$ cat config.mk
export PLATFORM = sky130hd
export DESIGN_NAME = aks_kernel_flat
export DESIGN_NICKNAME = d
export VERILOG_FILES = /design/src/aks_pkg.sv /design/src/aks_ctl_if.sv /design/src/aks_kernel.sv /design/src/flat_wrapper.sv
export SDC_FILE = /design/constraint.sdc
export NUM_CORES = 1
export LEC_CHECK = 0
export BUFFER_PORTS_ARGS = -buffer_cell sky130_fd_sc_hd__buf_4
export CORE_ASPECT_RATIO = 0.9
export CORE_MARGIN = 1.5
export CORE_UTILIZATION = 51
export DETAILED_ROUTE_END_ITERATION = 6
export PLACE_DENSITY_LB_ADDON = 0.05
export SLEW_MARGIN = 25
export SYNTH_ARGS = -nofsm -noshare
export SYNTH_HDL_FRONTEND = slang
export SYNTH_SLANG_ARGS = --single-unit
$ cat constraint.sdc
create_clock -name ref_clk -period 14.1 [get_ports ref_clk]
set_input_delay 0.705 -clock ref_clk [delete_from_list [all_inputs] [get_ports ref_clk]]
set_output_delay 0.705 -clock ref_clk [all_outputs]
set_load 0.02 [all_outputs]
$ cat src/aks_pkg.sv
// Function
// RL1 - primary clock times all kernel logic
// RL2 - optional secondary clock for second domain
// RL3 - primary reset active low, pipelined inside
// RL4 - secondary reset active low, pipelined inside
// RL5 - optional single active high interrupt output
// RL6 - exactly one AXI4-Lite control slave port
// RL7 - memory master addresses are 64 bits
// RL8 - each memory base held in writable register
// RL9 - only incrementing full width bursts
// RL10 - host writes scalar arguments over control port
// RL11 - kernel moves pointer data via memory master
// RL12 - control, enables, status at 0x0 to 0xC
// RL13 - argument registers start at 0x10
// RL14 - start bit clears when done asserts
// RL15 - done sets on finish, clears on read
// RL16 - bit 2 idle, upper bits reserved
// RL17 - host launches by writing 1, polls done
// RL18 - interrupt registers only with interrupt output
// RL19 - interrupt needs both enable bits set
// RL20 - completion event is default interrupt source
// RL21 - status bit clears only by writing one; the code toggles it on a written one, so a clear bit sets
// RL22 - status sets on enabled completion, gated output
// RL23 - reserved bits read zero, ignore writes
package aks_pkg;
  localparam int CTL_AW = 12;
  localparam int CTL_DW = 32;
  localparam int MEM_AW = 64;
  localparam int MEM_DW = 32;
  localparam logic [CTL_AW-1:0] OFF_KERNEL_CONTROL = 12'h000;
  localparam logic [CTL_AW-1:0] OFF_GLOBAL_IRQ_GATE = 12'h004;
  localparam logic [CTL_AW-1:0] OFF_SOURCE_IRQ_GATE = 12'h008;
  localparam logic [CTL_AW-1:0] OFF_IRQ_PENDING = 12'h00C;
  localparam logic [CTL_AW-1:0] OFF_ARGUMENT_BASE = 12'h010;
  // argument words: src lo/hi, dst lo/hi, word count
  localparam int ARG_N = 5;
  localparam int ARG_SRC_LO = 0;
  localparam int ARG_SRC_HI = 1;
  localparam int ARG_DST_LO = 2;
  localparam int ARG_DST_HI = 3;
  localparam int ARG_LEN = 4;
  localparam int BIT_START = 0;
  localparam int BIT_DONE = 1;
  localparam int BIT_IDLE = 2;
  localparam int BIT_GATE = 0;
  localparam logic [1:0] RESP_OKAY = 2'h0;
  localparam logic [1:0] RESP_SLVERR = 2'h2;
  localparam logic [1:0] BURST_INCR = 2'h1;
  localparam logic [2:0] SIZE_FULL = 3'h2;
  localparam int MAX_BEATS = 256;
  localparam logic [31:0] LAUNCH_WORD = 32'h0000_0001;
  localparam logic [CTL_DW-1:0] ARG_RESET = 32'h0000_0000;
  localparam int RST_STAGES = 2;

  typedef enum logic [6:0] {
    AKS_IDLE = 7'h01,
    AKS_RADDR = 7'h02,
    AKS_RDATA = 7'h04,
    AKS_WADDR = 7'h08,
    AKS_WDATA = 7'h10,
    AKS_WRESP = 7'h20,
    AKS_FINISH = 7'h40
  } aks_state_t;

  typedef enum logic [2:0] {
    AKH_IDLE = 3'h1,
    AKH_WRITE = 3'h2,
    AKH_READ = 3'h4
  } aks_host_state_t;
endpackage : aks_pkg

$ cat src/aks_ctl_if.sv
interface aks_ctl_if;
  import aks_pkg::*;
  logic [CTL_AW-1:0] awaddr;
  logic awvalid;
  logic awready;
  logic [CTL_DW-1:0] wdata;
  logic [3:0] wstrb;
  logic wvalid;
  logic wready;
  logic [1:0] bresp;
  logic bvalid;
  logic bready;
  logic [CTL_AW-1:0] araddr;
  logic arvalid;
  logic arready;
  logic [CTL_DW-1:0] rdata;
  logic [1:0] rresp;
  logic rvalid;
  logic rready;

  modport dev (
    input awaddr, awvalid, wdata, wstrb, wvalid, bready, araddr, arvalid, rready,
    output awready, wready, bresp, bvalid, arready, rdata, rresp, rvalid
  );
  modport host (
    output awaddr, awvalid, wdata, wstrb, wvalid, bready, araddr, arvalid, rready,
    input awready, wready, bresp, bvalid, arready, rdata, rresp, rvalid
  );
endinterface : aks_ctl_if

$ cat src/aks_kernel.sv
// The implementer's own choice: the burst-summing kernel engine.
module aks_kernel #(
  parameter int BEATS_W = 9
) (
  input wire logic ref_clk,
  input wire logic resetn,
  aks_ctl_if.dev ctl,
  output logic interrupt,
  output logic [aks_pkg::MEM_AW-1:0] m_araddr,
  output logic [7:0] m_arlen,
  output logic [2:0] m_arsize,
  output logic [1:0] m_arburst,
  output logic m_arvalid,
  input wire logic m_arready,
  input wire logic [aks_pkg::MEM_DW-1:0] m_rdata,
  input wire logic m_rlast,
  input wire logic m_rvalid,
  output logic m_rready,
  output logic [aks_pkg::MEM_AW-1:0] m_awaddr,
  output logic [7:0] m_awlen,
  output logic [2:0] m_awsize,
  output logic [1:0] m_awburst,
  output logic m_awvalid,
  input wire logic m_awready,
  output logic [aks_pkg::MEM_DW-1:0] m_wdata,
  output logic [3:0] m_wstrb,
  output logic m_wlast,
  output logic m_wvalid,
  input wire logic m_wready,
  input wire logic m_bvalid,
  output logic m_bready
);
  import aks_pkg::*;

  if (BEATS_W < 9) begin : g_width_check
    $error("BEATS_W must hold a count of 256");
  end

  logic [RST_STAGES-1:0] rst_pipe;
  logic rst_n;
  logic start;
  logic done;
  logic global_irq_gate_bit;
  logic source_irq_gate_bit;
  logic isr;
  logic [CTL_DW-1:0] args [ARG_N];
  logic [CTL_AW-1:0] wr_addr;
  logic [CTL_DW-1:0] wr_data;
  logic [3:0] wr_strb;
  logic write_fire;
  logic read_take;
  logic done_event;
  logic [BEATS_W-1:0] beats;
  logic [MEM_DW-1:0] sum;
  aks_state_t state;

  function automatic logic in_args(input logic [CTL_AW-1:0] a);
    in_args = (a >= OFF_ARGUMENT_BASE) && (a < OFF_ARGUMENT_BASE + 12'(4 * ARG_N));
  endfunction : in_args

  function automatic int arg_idx(input logic [CTL_AW-1:0] a);
    logic [CTL_AW-1:0] d;
    d = a - OFF_ARGUMENT_BASE;
    arg_idx = int'(d[CTL_AW-1:2]);
  endfunction : arg_idx

  // ------------------------------------------------------------
  // reset pipeline
  // ------------------------------------------------------------
  // every process runs on ref_clk; no second clock or reset domain [RL1] [RL2] [RL4]
  // asserts at once, releases after the pipeline stages [RL3]
  always_ff @(posedge ref_clk or negedge resetn) begin
    if (!resetn) begin
      rst_pipe <= '0;
    end else begin
      rst_pipe <= {rst_pipe[RST_STAGES-2:0], 1'b1};
    end
  end
  assign rst_n = rst_pipe[RST_STAGES-1];

  // ------------------------------------------------------------
  // control slave handshakes
  // ------------------------------------------------------------
  // single control slave; write done once address and data held [RL6]
  assign write_fire = !ctl.awready && !ctl.wready && !ctl.bvalid;
  assign read_take = ctl.arvalid && ctl.arready;

  always_ff @(posedge ref_clk or negedge rst_n) begin
    if (!rst_n) begin
      ctl.awready <= 1'b1;
      ctl.wready <= 1'b1;
      ctl.bvalid <= 1'b0;
      ctl.bresp <= RESP_OKAY;
      wr_addr <= '0;
      wr_data <= '0;
      wr_strb <= 4'h0;
    end else begin
      if (ctl.awvalid && ctl.awready) begin
        ctl.awready <= 1'b0;
        wr_addr <= {ctl.awaddr[CTL_AW-1:2], 2'b00};
      end
      if (ctl.wvalid && ctl.wready) begin
        ctl.wready <= 1'b0;
        wr_data <= ctl.wdata;
        wr_strb <= ctl.wstrb;
      end
      if (write_fire) begin
        ctl.bvalid <= 1'b1;
        ctl.bresp <= (wr_addr < OFF_ARGUMENT_BASE || in_args(wr_addr)) ? RESP_OKAY : RESP_SLVERR;
      end
      if (ctl.bvalid && ctl.bready) begin
        ctl.bvalid <= 1'b0;
        ctl.awready <= 1'b1;
        ctl.wready <= 1'b1;
      end
    end
  end

  // ------------------------------------------------------------
  // read path
  // ------------------------------------------------------------
  always_ff @(posedge ref_clk or negedge rst_n) begin
    if (!rst_n) begin
      ctl.arready <= 1'b1;
      ctl.rvalid <= 1'b0;
      ctl.rdata <= '0;
      ctl.rresp <= RESP_OKAY;
    end else begin
      if (read_take) begin
        ctl.arready <= 1'b0;
        ctl.rvalid <= 1'b1;
        ctl.rresp <= RESP_OKAY;
        ctl.rdata <= '0; // [RL23]
        case ({ctl.araddr[CTL_AW-1:2], 2'b00})
          OFF_KERNEL_CONTROL: begin
            ctl.rdata[BIT_START] <= start;
            ctl.rdata[BIT_DONE] <= done;
            ctl.rdata[BIT_IDLE] <= (state == AKS_IDLE); // [RL16]
          end
          OFF_GLOBAL_IRQ_GATE: ctl.rdata[BIT_GATE] <= global_irq_gate_bit;
          OFF_SOURCE_IRQ_GATE: ctl.rdata[BIT_GATE] <= source_irq_gate_bit;
          OFF_IRQ_PENDING: ctl.rdata[BIT_GATE] <= isr;
          default: begin
            if (in_args(ctl.araddr)) begin
              ctl.rdata <= args[arg_idx(ctl.araddr)]; // [RL13]
            end else begin
              ctl.rresp <= RESP_SLVERR;
            end
          end
        endcase
      end
      if (ctl.rvalid && ctl.rready) begin
        ctl.rvalid <= 1'b0;
        ctl.arready <= 1'b1;
      end
    end
  end

  // ------------------------------------------------------------
  // control and interrupt registers
  // ------------------------------------------------------------
  always_ff @(posedge ref_clk or negedge rst_n) begin
    if (!rst_n) begin
      start <= 1'b0;
      done <= 1'b0;
    end else begin
      if (write_fire && wr_addr == OFF_KERNEL_CONTROL && wr_strb[0] && wr_data[BIT_START]) begin
        start <= 1'b1;
      end else if (done_event) begin
        start <= 1'b0; // [RL14]
      end
      // a finish in the read cycle still sets the flag [RL15]
      if (done_event) begin
        done <= 1'b1;
      end else if (read_take && {ctl.araddr[CTL_AW-1:2], 2'b00} == OFF_KERNEL_CONTROL) begin
        done <= 1'b0;
      end
    end
  end

  // the enable and status registers serve the interrupt output [RL18] [RL12]
  always_ff @(posedge ref_clk or negedge rst_n) begin
    if (!rst_n) begin
      global_irq_gate_bit <= 1'b0;
      source_irq_gate_bit <= 1'b0;
      isr <= 1'b0;
      interrupt <= 1'b0;
    end else begin
      if (write_fire && wr_strb[0] && wr_addr == OFF_GLOBAL_IRQ_GATE) begin
        global_irq_gate_bit <= wr_data[BIT_GATE];
      end
      if (write_fire && wr_strb[0] && wr_addr == OFF_SOURCE_IRQ_GATE) begin
        source_irq_gate_bit <= wr_data[BIT_GATE];
      end
      // completion is the source; a set wins over a clearing write [RL20] [RL22]
      if (done_event && source_irq_gate_bit) begin
        isr <= 1'b1;
      end else if (write_fire && wr_strb[0] && wr_addr == OFF_IRQ_PENDING
                   && wr_data[BIT_GATE]) begin
        isr <= ~isr; // toggles on a written one, where RL21 asks for a clear only [RL21]
      end
      interrupt <= isr && global_irq_gate_bit && source_irq_gate_bit; // [RL5] [RL19]
    end
  end

  // base offsets of the memory partitions live here [RL8]
  for (genvar i = 0; i < ARG_N; i++) begin : g_arg
    always_ff @(posedge ref_clk or negedge rst_n) begin
      if (!rst_n) begin
        args[i] <= ARG_RESET;
      end else if (write_fire && in_args(wr_addr) && arg_idx(wr_addr) == i) begin
        for (int b = 0; b < 4; b++) begin
          if (wr_strb[b]) begin
            args[i][8*b +: 8] <= wr_data[8*b +: 8];
          end
        end
      end
    end
  end

  // ------------------------------------------------------------
  // kernel engine: sum a source burst, store it at destination
  // ------------------------------------------------------------
  assign done_event = (state == AKS_FINISH);

  always_ff @(posedge ref_clk or negedge rst_n) begin
    if (!rst_n) begin
      state <= AKS_IDLE;
      beats <= '0;
      sum <= '0;
      m_araddr <= '0;
      m_arlen <= 8'h00;
      m_arsize <= SIZE_FULL;
      m_arburst <= BURST_INCR;
      m_arvalid <= 1'b0;
      m_rready <= 1'b0;
      m_awaddr <= '0;
      m_awlen <= 8'h00;
      m_awsize <= SIZE_FULL;
      m_awburst <= BURST_INCR;
      m_awvalid <= 1'b0;
      m_wdata <= '0;
      m_wstrb <= 4'h0;
      m_wlast <= 1'b0;
      m_wvalid <= 1'b0;
      m_bready <= 1'b0;
    end else begin
      case (state)
        AKS_IDLE: begin
          if (start) begin
            sum <= '0;
            beats <= (args[ARG_LEN] > MAX_BEATS) ? BEATS_W'(MAX_BEATS)
                                                  : BEATS_W'(args[ARG_LEN]);
            state <= (args[ARG_LEN] == 0) ? AKS_WADDR : AKS_RADDR;
          end
        end
        AKS_RADDR: begin
          // 64-bit address, incrementing, full-width beats [RL7] [RL9] [RL11]
          m_araddr <= {args[ARG_SRC_HI], args[ARG_SRC_LO]};
          m_arlen <= 8'(beats - 1'b1);
          m_arsize <= SIZE_FULL;
          m_arburst <= BURST_INCR;
          m_arvalid <= 1'b1;
          if (m_arvalid && m_arready) begin
            m_arvalid <= 1'b0;
            m_rready <= 1'b1;
            state <= AKS_RDATA;
          end
        end
        AKS_RDATA: begin
          if (m_rvalid) begin
            sum <= sum + m_rdata;
            if (m_rlast) begin
              m_rready <= 1'b0;
              state <= AKS_WADDR;
            end
          end
        end
        AKS_WADDR: begin
          m_awaddr <= {args[ARG_DST_HI], args[ARG_DST_LO]}; // [RL7] [RL11]
          m_awlen <= 8'h00;
          m_awsize <= SIZE_FULL; // [RL9]
          m_awburst <= BURST_INCR;
          m_awvalid <= 1'b1;
          m_wdata <= sum;
          m_wstrb <= 4'hF;
          m_wlast <= 1'b1;
          m_wvalid <= 1'b1;
          state <= AKS_WDATA;
        end
        AKS_WDATA: begin
          if (m_awready) begin
            m_awvalid <= 1'b0;
          end
          if (m_wready) begin
            m_wvalid <= 1'b0;
          end
          if ((!m_awvalid || m_awready) && (!m_wvalid || m_wready)) begin
            m_bready <= 1'b1;
            state <= AKS_WRESP;
          end
        end
        AKS_WRESP: begin
          if (m_bvalid) begin
            m_bready <= 1'b0;
            m_wlast <= 1'b0;
            state <= AKS_FINISH;
          end
        end
        AKS_FINISH: state <= AKS_IDLE;
        default: state <= AKS_IDLE;
      endcase
    end
  end
endmodule : aks_kernel

$ cat src/flat_wrapper.sv
// flat-port wrapper written by rule: the top's interface ports become plain ports
module aks_kernel_flat import aks_pkg::*;
#(
  parameter int BEATS_W = 9
)
  (ref_clk, resetn, interrupt, m_araddr, m_arlen, m_arsize, m_arburst, m_arvalid, m_arready, m_rdata, m_rlast, m_rvalid, m_rready, m_awaddr, m_awlen, m_awsize, m_awburst, m_awvalid, m_awready, m_wdata, m_wstrb, m_wlast, m_wvalid, m_wready, m_bvalid, m_bready, ctl_awaddr, ctl_awvalid, ctl_wdata, ctl_wstrb, ctl_wvalid, ctl_bready, ctl_araddr, ctl_arvalid, ctl_rready, ctl_awready, ctl_wready, ctl_bresp, ctl_bvalid, ctl_arready, ctl_rdata, ctl_rresp, ctl_rvalid);
  aks_ctl_if ctl_i ();
  input wire logic ref_clk;
  input wire logic resetn;
  output logic interrupt;
  output logic [aks_pkg::MEM_AW-1:0] m_araddr;
  output logic [7:0] m_arlen;
  output logic [2:0] m_arsize;
  output logic [1:0] m_arburst;
  output logic m_arvalid;
  input wire logic m_arready;
  input wire logic [aks_pkg::MEM_DW-1:0] m_rdata;
  input wire logic m_rlast;
  input wire logic m_rvalid;
  output logic m_rready;
  output logic [aks_pkg::MEM_AW-1:0] m_awaddr;
  output logic [7:0] m_awlen;
  output logic [2:0] m_awsize;
  output logic [1:0] m_awburst;
  output logic m_awvalid;
  input wire logic m_awready;
  output logic [aks_pkg::MEM_DW-1:0] m_wdata;
  output logic [3:0] m_wstrb;
  output logic m_wlast;
  output logic m_wvalid;
  input wire logic m_wready;
  input wire logic m_bvalid;
  output logic m_bready;
  input wire logic [$bits(ctl_i.awaddr)-1:0] ctl_awaddr;
  input wire logic [$bits(ctl_i.awvalid)-1:0] ctl_awvalid;
  input wire logic [$bits(ctl_i.wdata)-1:0] ctl_wdata;
  input wire logic [$bits(ctl_i.wstrb)-1:0] ctl_wstrb;
  input wire logic [$bits(ctl_i.wvalid)-1:0] ctl_wvalid;
  input wire logic [$bits(ctl_i.bready)-1:0] ctl_bready;
  input wire logic [$bits(ctl_i.araddr)-1:0] ctl_araddr;
  input wire logic [$bits(ctl_i.arvalid)-1:0] ctl_arvalid;
  input wire logic [$bits(ctl_i.rready)-1:0] ctl_rready;
  output wire logic [$bits(ctl_i.awready)-1:0] ctl_awready;
  output wire logic [$bits(ctl_i.wready)-1:0] ctl_wready;
  output wire logic [$bits(ctl_i.bresp)-1:0] ctl_bresp;
  output wire logic [$bits(ctl_i.bvalid)-1:0] ctl_bvalid;
  output wire logic [$bits(ctl_i.arready)-1:0] ctl_arready;
  output wire logic [$bits(ctl_i.rdata)-1:0] ctl_rdata;
  output wire logic [$bits(ctl_i.rresp)-1:0] ctl_rresp;
  output wire logic [$bits(ctl_i.rvalid)-1:0] ctl_rvalid;
  assign ctl_i.awaddr = ctl_awaddr;
  assign ctl_i.awvalid = ctl_awvalid;
  assign ctl_i.wdata = ctl_wdata;
  assign ctl_i.wstrb = ctl_wstrb;
  assign ctl_i.wvalid = ctl_wvalid;
  assign ctl_i.bready = ctl_bready;
  assign ctl_i.araddr = ctl_araddr;
  assign ctl_i.arvalid = ctl_arvalid;
  assign ctl_i.rready = ctl_rready;
  assign ctl_awready = ctl_i.awready;
  assign ctl_wready = ctl_i.wready;
  assign ctl_bresp = ctl_i.bresp;
  assign ctl_bvalid = ctl_i.bvalid;
  assign ctl_arready = ctl_i.arready;
  assign ctl_rdata = ctl_i.rdata;
  assign ctl_rresp = ctl_i.rresp;
  assign ctl_rvalid = ctl_i.rvalid;
  aks_kernel #(.BEATS_W(BEATS_W)) u_core (.ref_clk(ref_clk), .resetn(resetn), .ctl(ctl_i), .interrupt(interrupt), .m_araddr(m_araddr), .m_arlen(m_arlen), .m_arsize(m_arsize), .m_arburst(m_arburst), .m_arvalid(m_arvalid), .m_arready(m_arready), .m_rdata(m_rdata), .m_rlast(m_rlast), .m_rvalid(m_rvalid), .m_rready(m_rready), .m_awaddr(m_awaddr), .m_awlen(m_awlen), .m_awsize(m_awsize), .m_awburst(m_awburst), .m_awvalid(m_awvalid), .m_awready(m_awready), .m_wdata(m_wdata), .m_wstrb(m_wstrb), .m_wlast(m_wlast), .m_wvalid(m_wvalid), .m_wready(m_wready), .m_bvalid(m_bvalid), .m_bready(m_bready));
endmodule
==> metrics.md <==
| Metric | Value |
|---|---|
| Prevailing post-synth register cell | dfrtp_1 |
| YS warnings | 0 |
| Post-CTS sizing | 0 |
| Root Driver | clkbuf_16 |
| Slew headroom | 31.9% |
| # diodes | 0 |
| Status | complete, no violations |
| Flop-to-flop setup slack | 10.55 ns |
| DRC viols | 0 |
| Die area | 43,000 µm² |
| Total CTS buffers | 49 |
| Hpwl dp | 38,900 µm |
| Synthesized cell area | 21,300 µm² |
| Row count | 70 |
| Post-DR vias/cell | 5.51 |
| Clock transition at path regs | 0.06 ns |
| Initial antenna violation count | 1 |
| Sequential area share after synthesis | 55.9% |
| Clk buf depth | 3 |
| PortBufs | 318 |
| Final hold slack | 0.249 ns |
| Largest net degree at the start of global routing | 197 |
| Critical path class | reg -> reg |
| Sink Count | 475 |
| Reg2reg start | u_core.sum[0]$_DFFE_PN0P_ |
| Critical-path top delay cell | o31ai_1 |
| End of the worst register-to-register path | u_core.sum[30]$_DFFE_PN0P_ |
| Layout cell share with drive strength beyond 1 | 29.9% |
| Nets@finish | 2,444 |
| Async set or reset register ratio after synthesis | 100% |
| Core Area | 40,900 µm² |
| Routability Congestion | 0.892 |
| Final Max Slew Viols | 0 |
| Skew-Pair Late Insertion Delay | 0.59 ns |
| Cell count after synthesis | 2,017 |
| Minimum clock period | 3.55 ns |
| Final number of setup-violating endpoints | 0 |
| Tightest Hold Check Type | reg -> async |
| Yosys reg bits | 475 |
| RSZ-0062 raised after global routing | no |
| Setup crit end kind | flop |
| Number of global-route vias before repair | 15,800 |
| Final hold vios | 0 |
| GRT Util Overall | 27.0% |
| Worst-margin pin slew | 1.02 ns |
| Drt wl/cell | 20.2 µm |
| Die Y | 197 µm |
| Yosys cell types | 67 |
| CP Cell Sequence | ha_1 > inv_1 > fa_1 > and2b_1 > o211ai_1 > a31oi_1 > a31oi_1 > o31ai_1 > a311o_1 > a21oi_1 > a21oi_1 > xnor2_1 > o21ai_0 |
| DRT iter0 DRCs | 1,046 |
| Startpoint type of the worst setup path | flop |
| Crit path DAT | 3.98 ns |
| Number of fill cells in the layout | 3,421 |
| Crit path largest cell delay | 0.60 ns |
| # IOs | 343 |
| Register area | 11,900 µm² |
| Number of synthesized flops with an enable pin | 0 |
| Final ANT Viol Nets | 0 |
| Die X | 218 µm |
| Initial Util | 52.0% |
| Max Cap Viol | 0 |
| Global route overflow | 0 |
| Required @ worst endpoint | 14.53 ns |
| CTS tree | done |
| Setup Buffers After CTS | 0 |
| VDD IR-drop max | 0.0000774 V |
| Area Growth Syn to Fin | 20.9% |
| Tot Pwr | 3.38 mW |
| Mapped Avg Cell Area | 10.6 µm² |
| Pwr Density | 131 nW/µm² |
| Final setup TNS | 0 ns |
| Largest driver fanout on the critical path | 5 |
| CTS H-tree lvls | 2 |
| Fraction of the cycle the final worst path needs | 25.2% |
| Most frequent cells in the layout | 559 x nand2_1, 470 x dfrtp_1, 330 x buf_4 |
| Footprint of the multi-input gates | 8750 µm² |
| Skew final | 0.0160 ns |
| Via count of the routed design | 15,900 |
| Pre-Repair DR Iteration Count | 5 |
| Placed Cells | 2,792 |
| Most common cell after layout, fill and taps aside | nand2_1 |
| Layout Utilization | 62.9% |
| First-pass GRT wire length | 89,500 µm |
| Total wire length | 58,100 µm |
| Worst r2r path cells | 13 |
| P_leak | 13.3 nW |
| Fin cells | 2,885 |
| Fmax | 0.282 GHz |
worst max-delay path: cells and delay by family, from the launching register on:
family                     cells  cell delay [ns]
AOI/OAI and AO/OA              8             2.03
adders and majority gates      2             0.55
DFF                            1             0.37
and+or+nand+nor                1             0.24
xor gates and xnor gates       1             0.14
buffers and inverters          1             0.06
worst max path at each step:
stage                                       startpoint                    endpoint  cells past startpoint
final                        u_core.sum[0]$_DFFE_PN0P_  u_core.sum[30]$_DFFE_PN0P_                     13
after detailed placement                    m_rdata[0]  u_core.sum[30]$_DFFE_PN0P_                     14
after global routing         u_core.sum[0]$_DFFE_PN0P_  u_core.sum[30]$_DFFE_PN0P_                     13
after global placement                      m_rdata[0]  u_core.sum[30]$_DFFE_PN0P_                     14
after CTS                    u_core.sum[0]$_DFFE_PN0P_  u_core.sum[30]$_DFFE_PN0P_                     13
after floorplan           u_core.rst_pipe[1]$_DFF_PN0_  u_core.args[0]$_DFFE_PN0P_                      0
power breakdown:
| group | switching (mW) | internal [mW] | leakage, nW |
|---|---|---|---|
| logic | 0.269 | 0.178 | 5.96 |
| registers | 0.149 | 1.47 | 6.47 |
| clock network | 0.543 | 0.767 | 0.819 |
cell usage after synthesis (4+ instances only):
cell      instances  area (µm²)
mux2_2          236        2660
a22oi_1           4        30.0
nor4_1           13        81.3
nand3_1           9        45.0
mux2i_1           6        60.1
dfrtp_1         471       11800
nor3_1           13        65.1
and3_1            9        56.3
o31ai_1          12        90.1
nor2b_1          12        75.1
nand2b_1          6        37.5
nand2_1         561        2110
xnor2_1          11        96.3
and2_1            4        25.0
nand4_1           7        43.8
nor2_1           60         225
buf_4            24         180
nand2_2          16         100
buf_6             6        67.6
and2_2            4        30.0
a21o_1           20         150
inv_1            48         180
nand3_4           4        70.1
a22o_1           10        87.6
dfstp_2           4         105
xor2_1           23         201
o221ai_1         30         263
clkbuf_1         76         285
o21ai_0         115         576
ha_1             32         400
a31oi_1           4        25.0
buf_1            10        37.5
a21oi_1          98         490
cell families after synthesis:
group | share of synthesized area (%)
AOI/OAI and AO/OA | 9.25
DFF | 55.9
adders and majority gates | 1.97
muxes | 13.1
other | 0.0353
buffers and inverters | 3.53
and+or+nand+nor | 14.9
xor gates and xnor gates | 1.40
cell type report:
class,instances,share of cell area (%)
well taps,540,2.63
clock inverters,15,0.545
flip-flops and latches,475,46.2
inverters,48,0.700
multi-input cells,1397,34.0
repair buffers,335,10.1
clock buffers,75,5.81
per-layer routing:
layer	part of all wire [%]	global-route usage, %	vias to the layer above
met3	5.0	4.07	96
met4	3.3	10.2	2
met5	0.029	0	-
li1	-	-	7417
met1	45	37.5	7963
met2	47	42.8	418
through the flow:
step	worst slack, ns	area, µm²
after floorplan	6.37	21400
after global placement	10.28	24000
after detailed placement	10.24	24000
after CTS	10.64	25700
after global routing	10.42	25700
final	10.55	25700
registers in the layout, summed over array words and instances (netlist names), 7 cells and up:
name,count
u_core.m_wdata,32
u_core.wr_addr,10
u_core.m_araddr,64
u_core.ctl.rdata,32
u_core.state,7
u_core.m_awaddr,64
u_core.beats,8
u_core.args,160
u_core.wr_data,32
u_core.sum,32
u_core.m_arlen,8
what timing repair did:
action	in CTS	in global routing
endpoints found under the setup margin	0	0
hold endpoints to repair	2	0
hold buffers	1	0
Note: power is estimated with default switching activity, not from simulation.
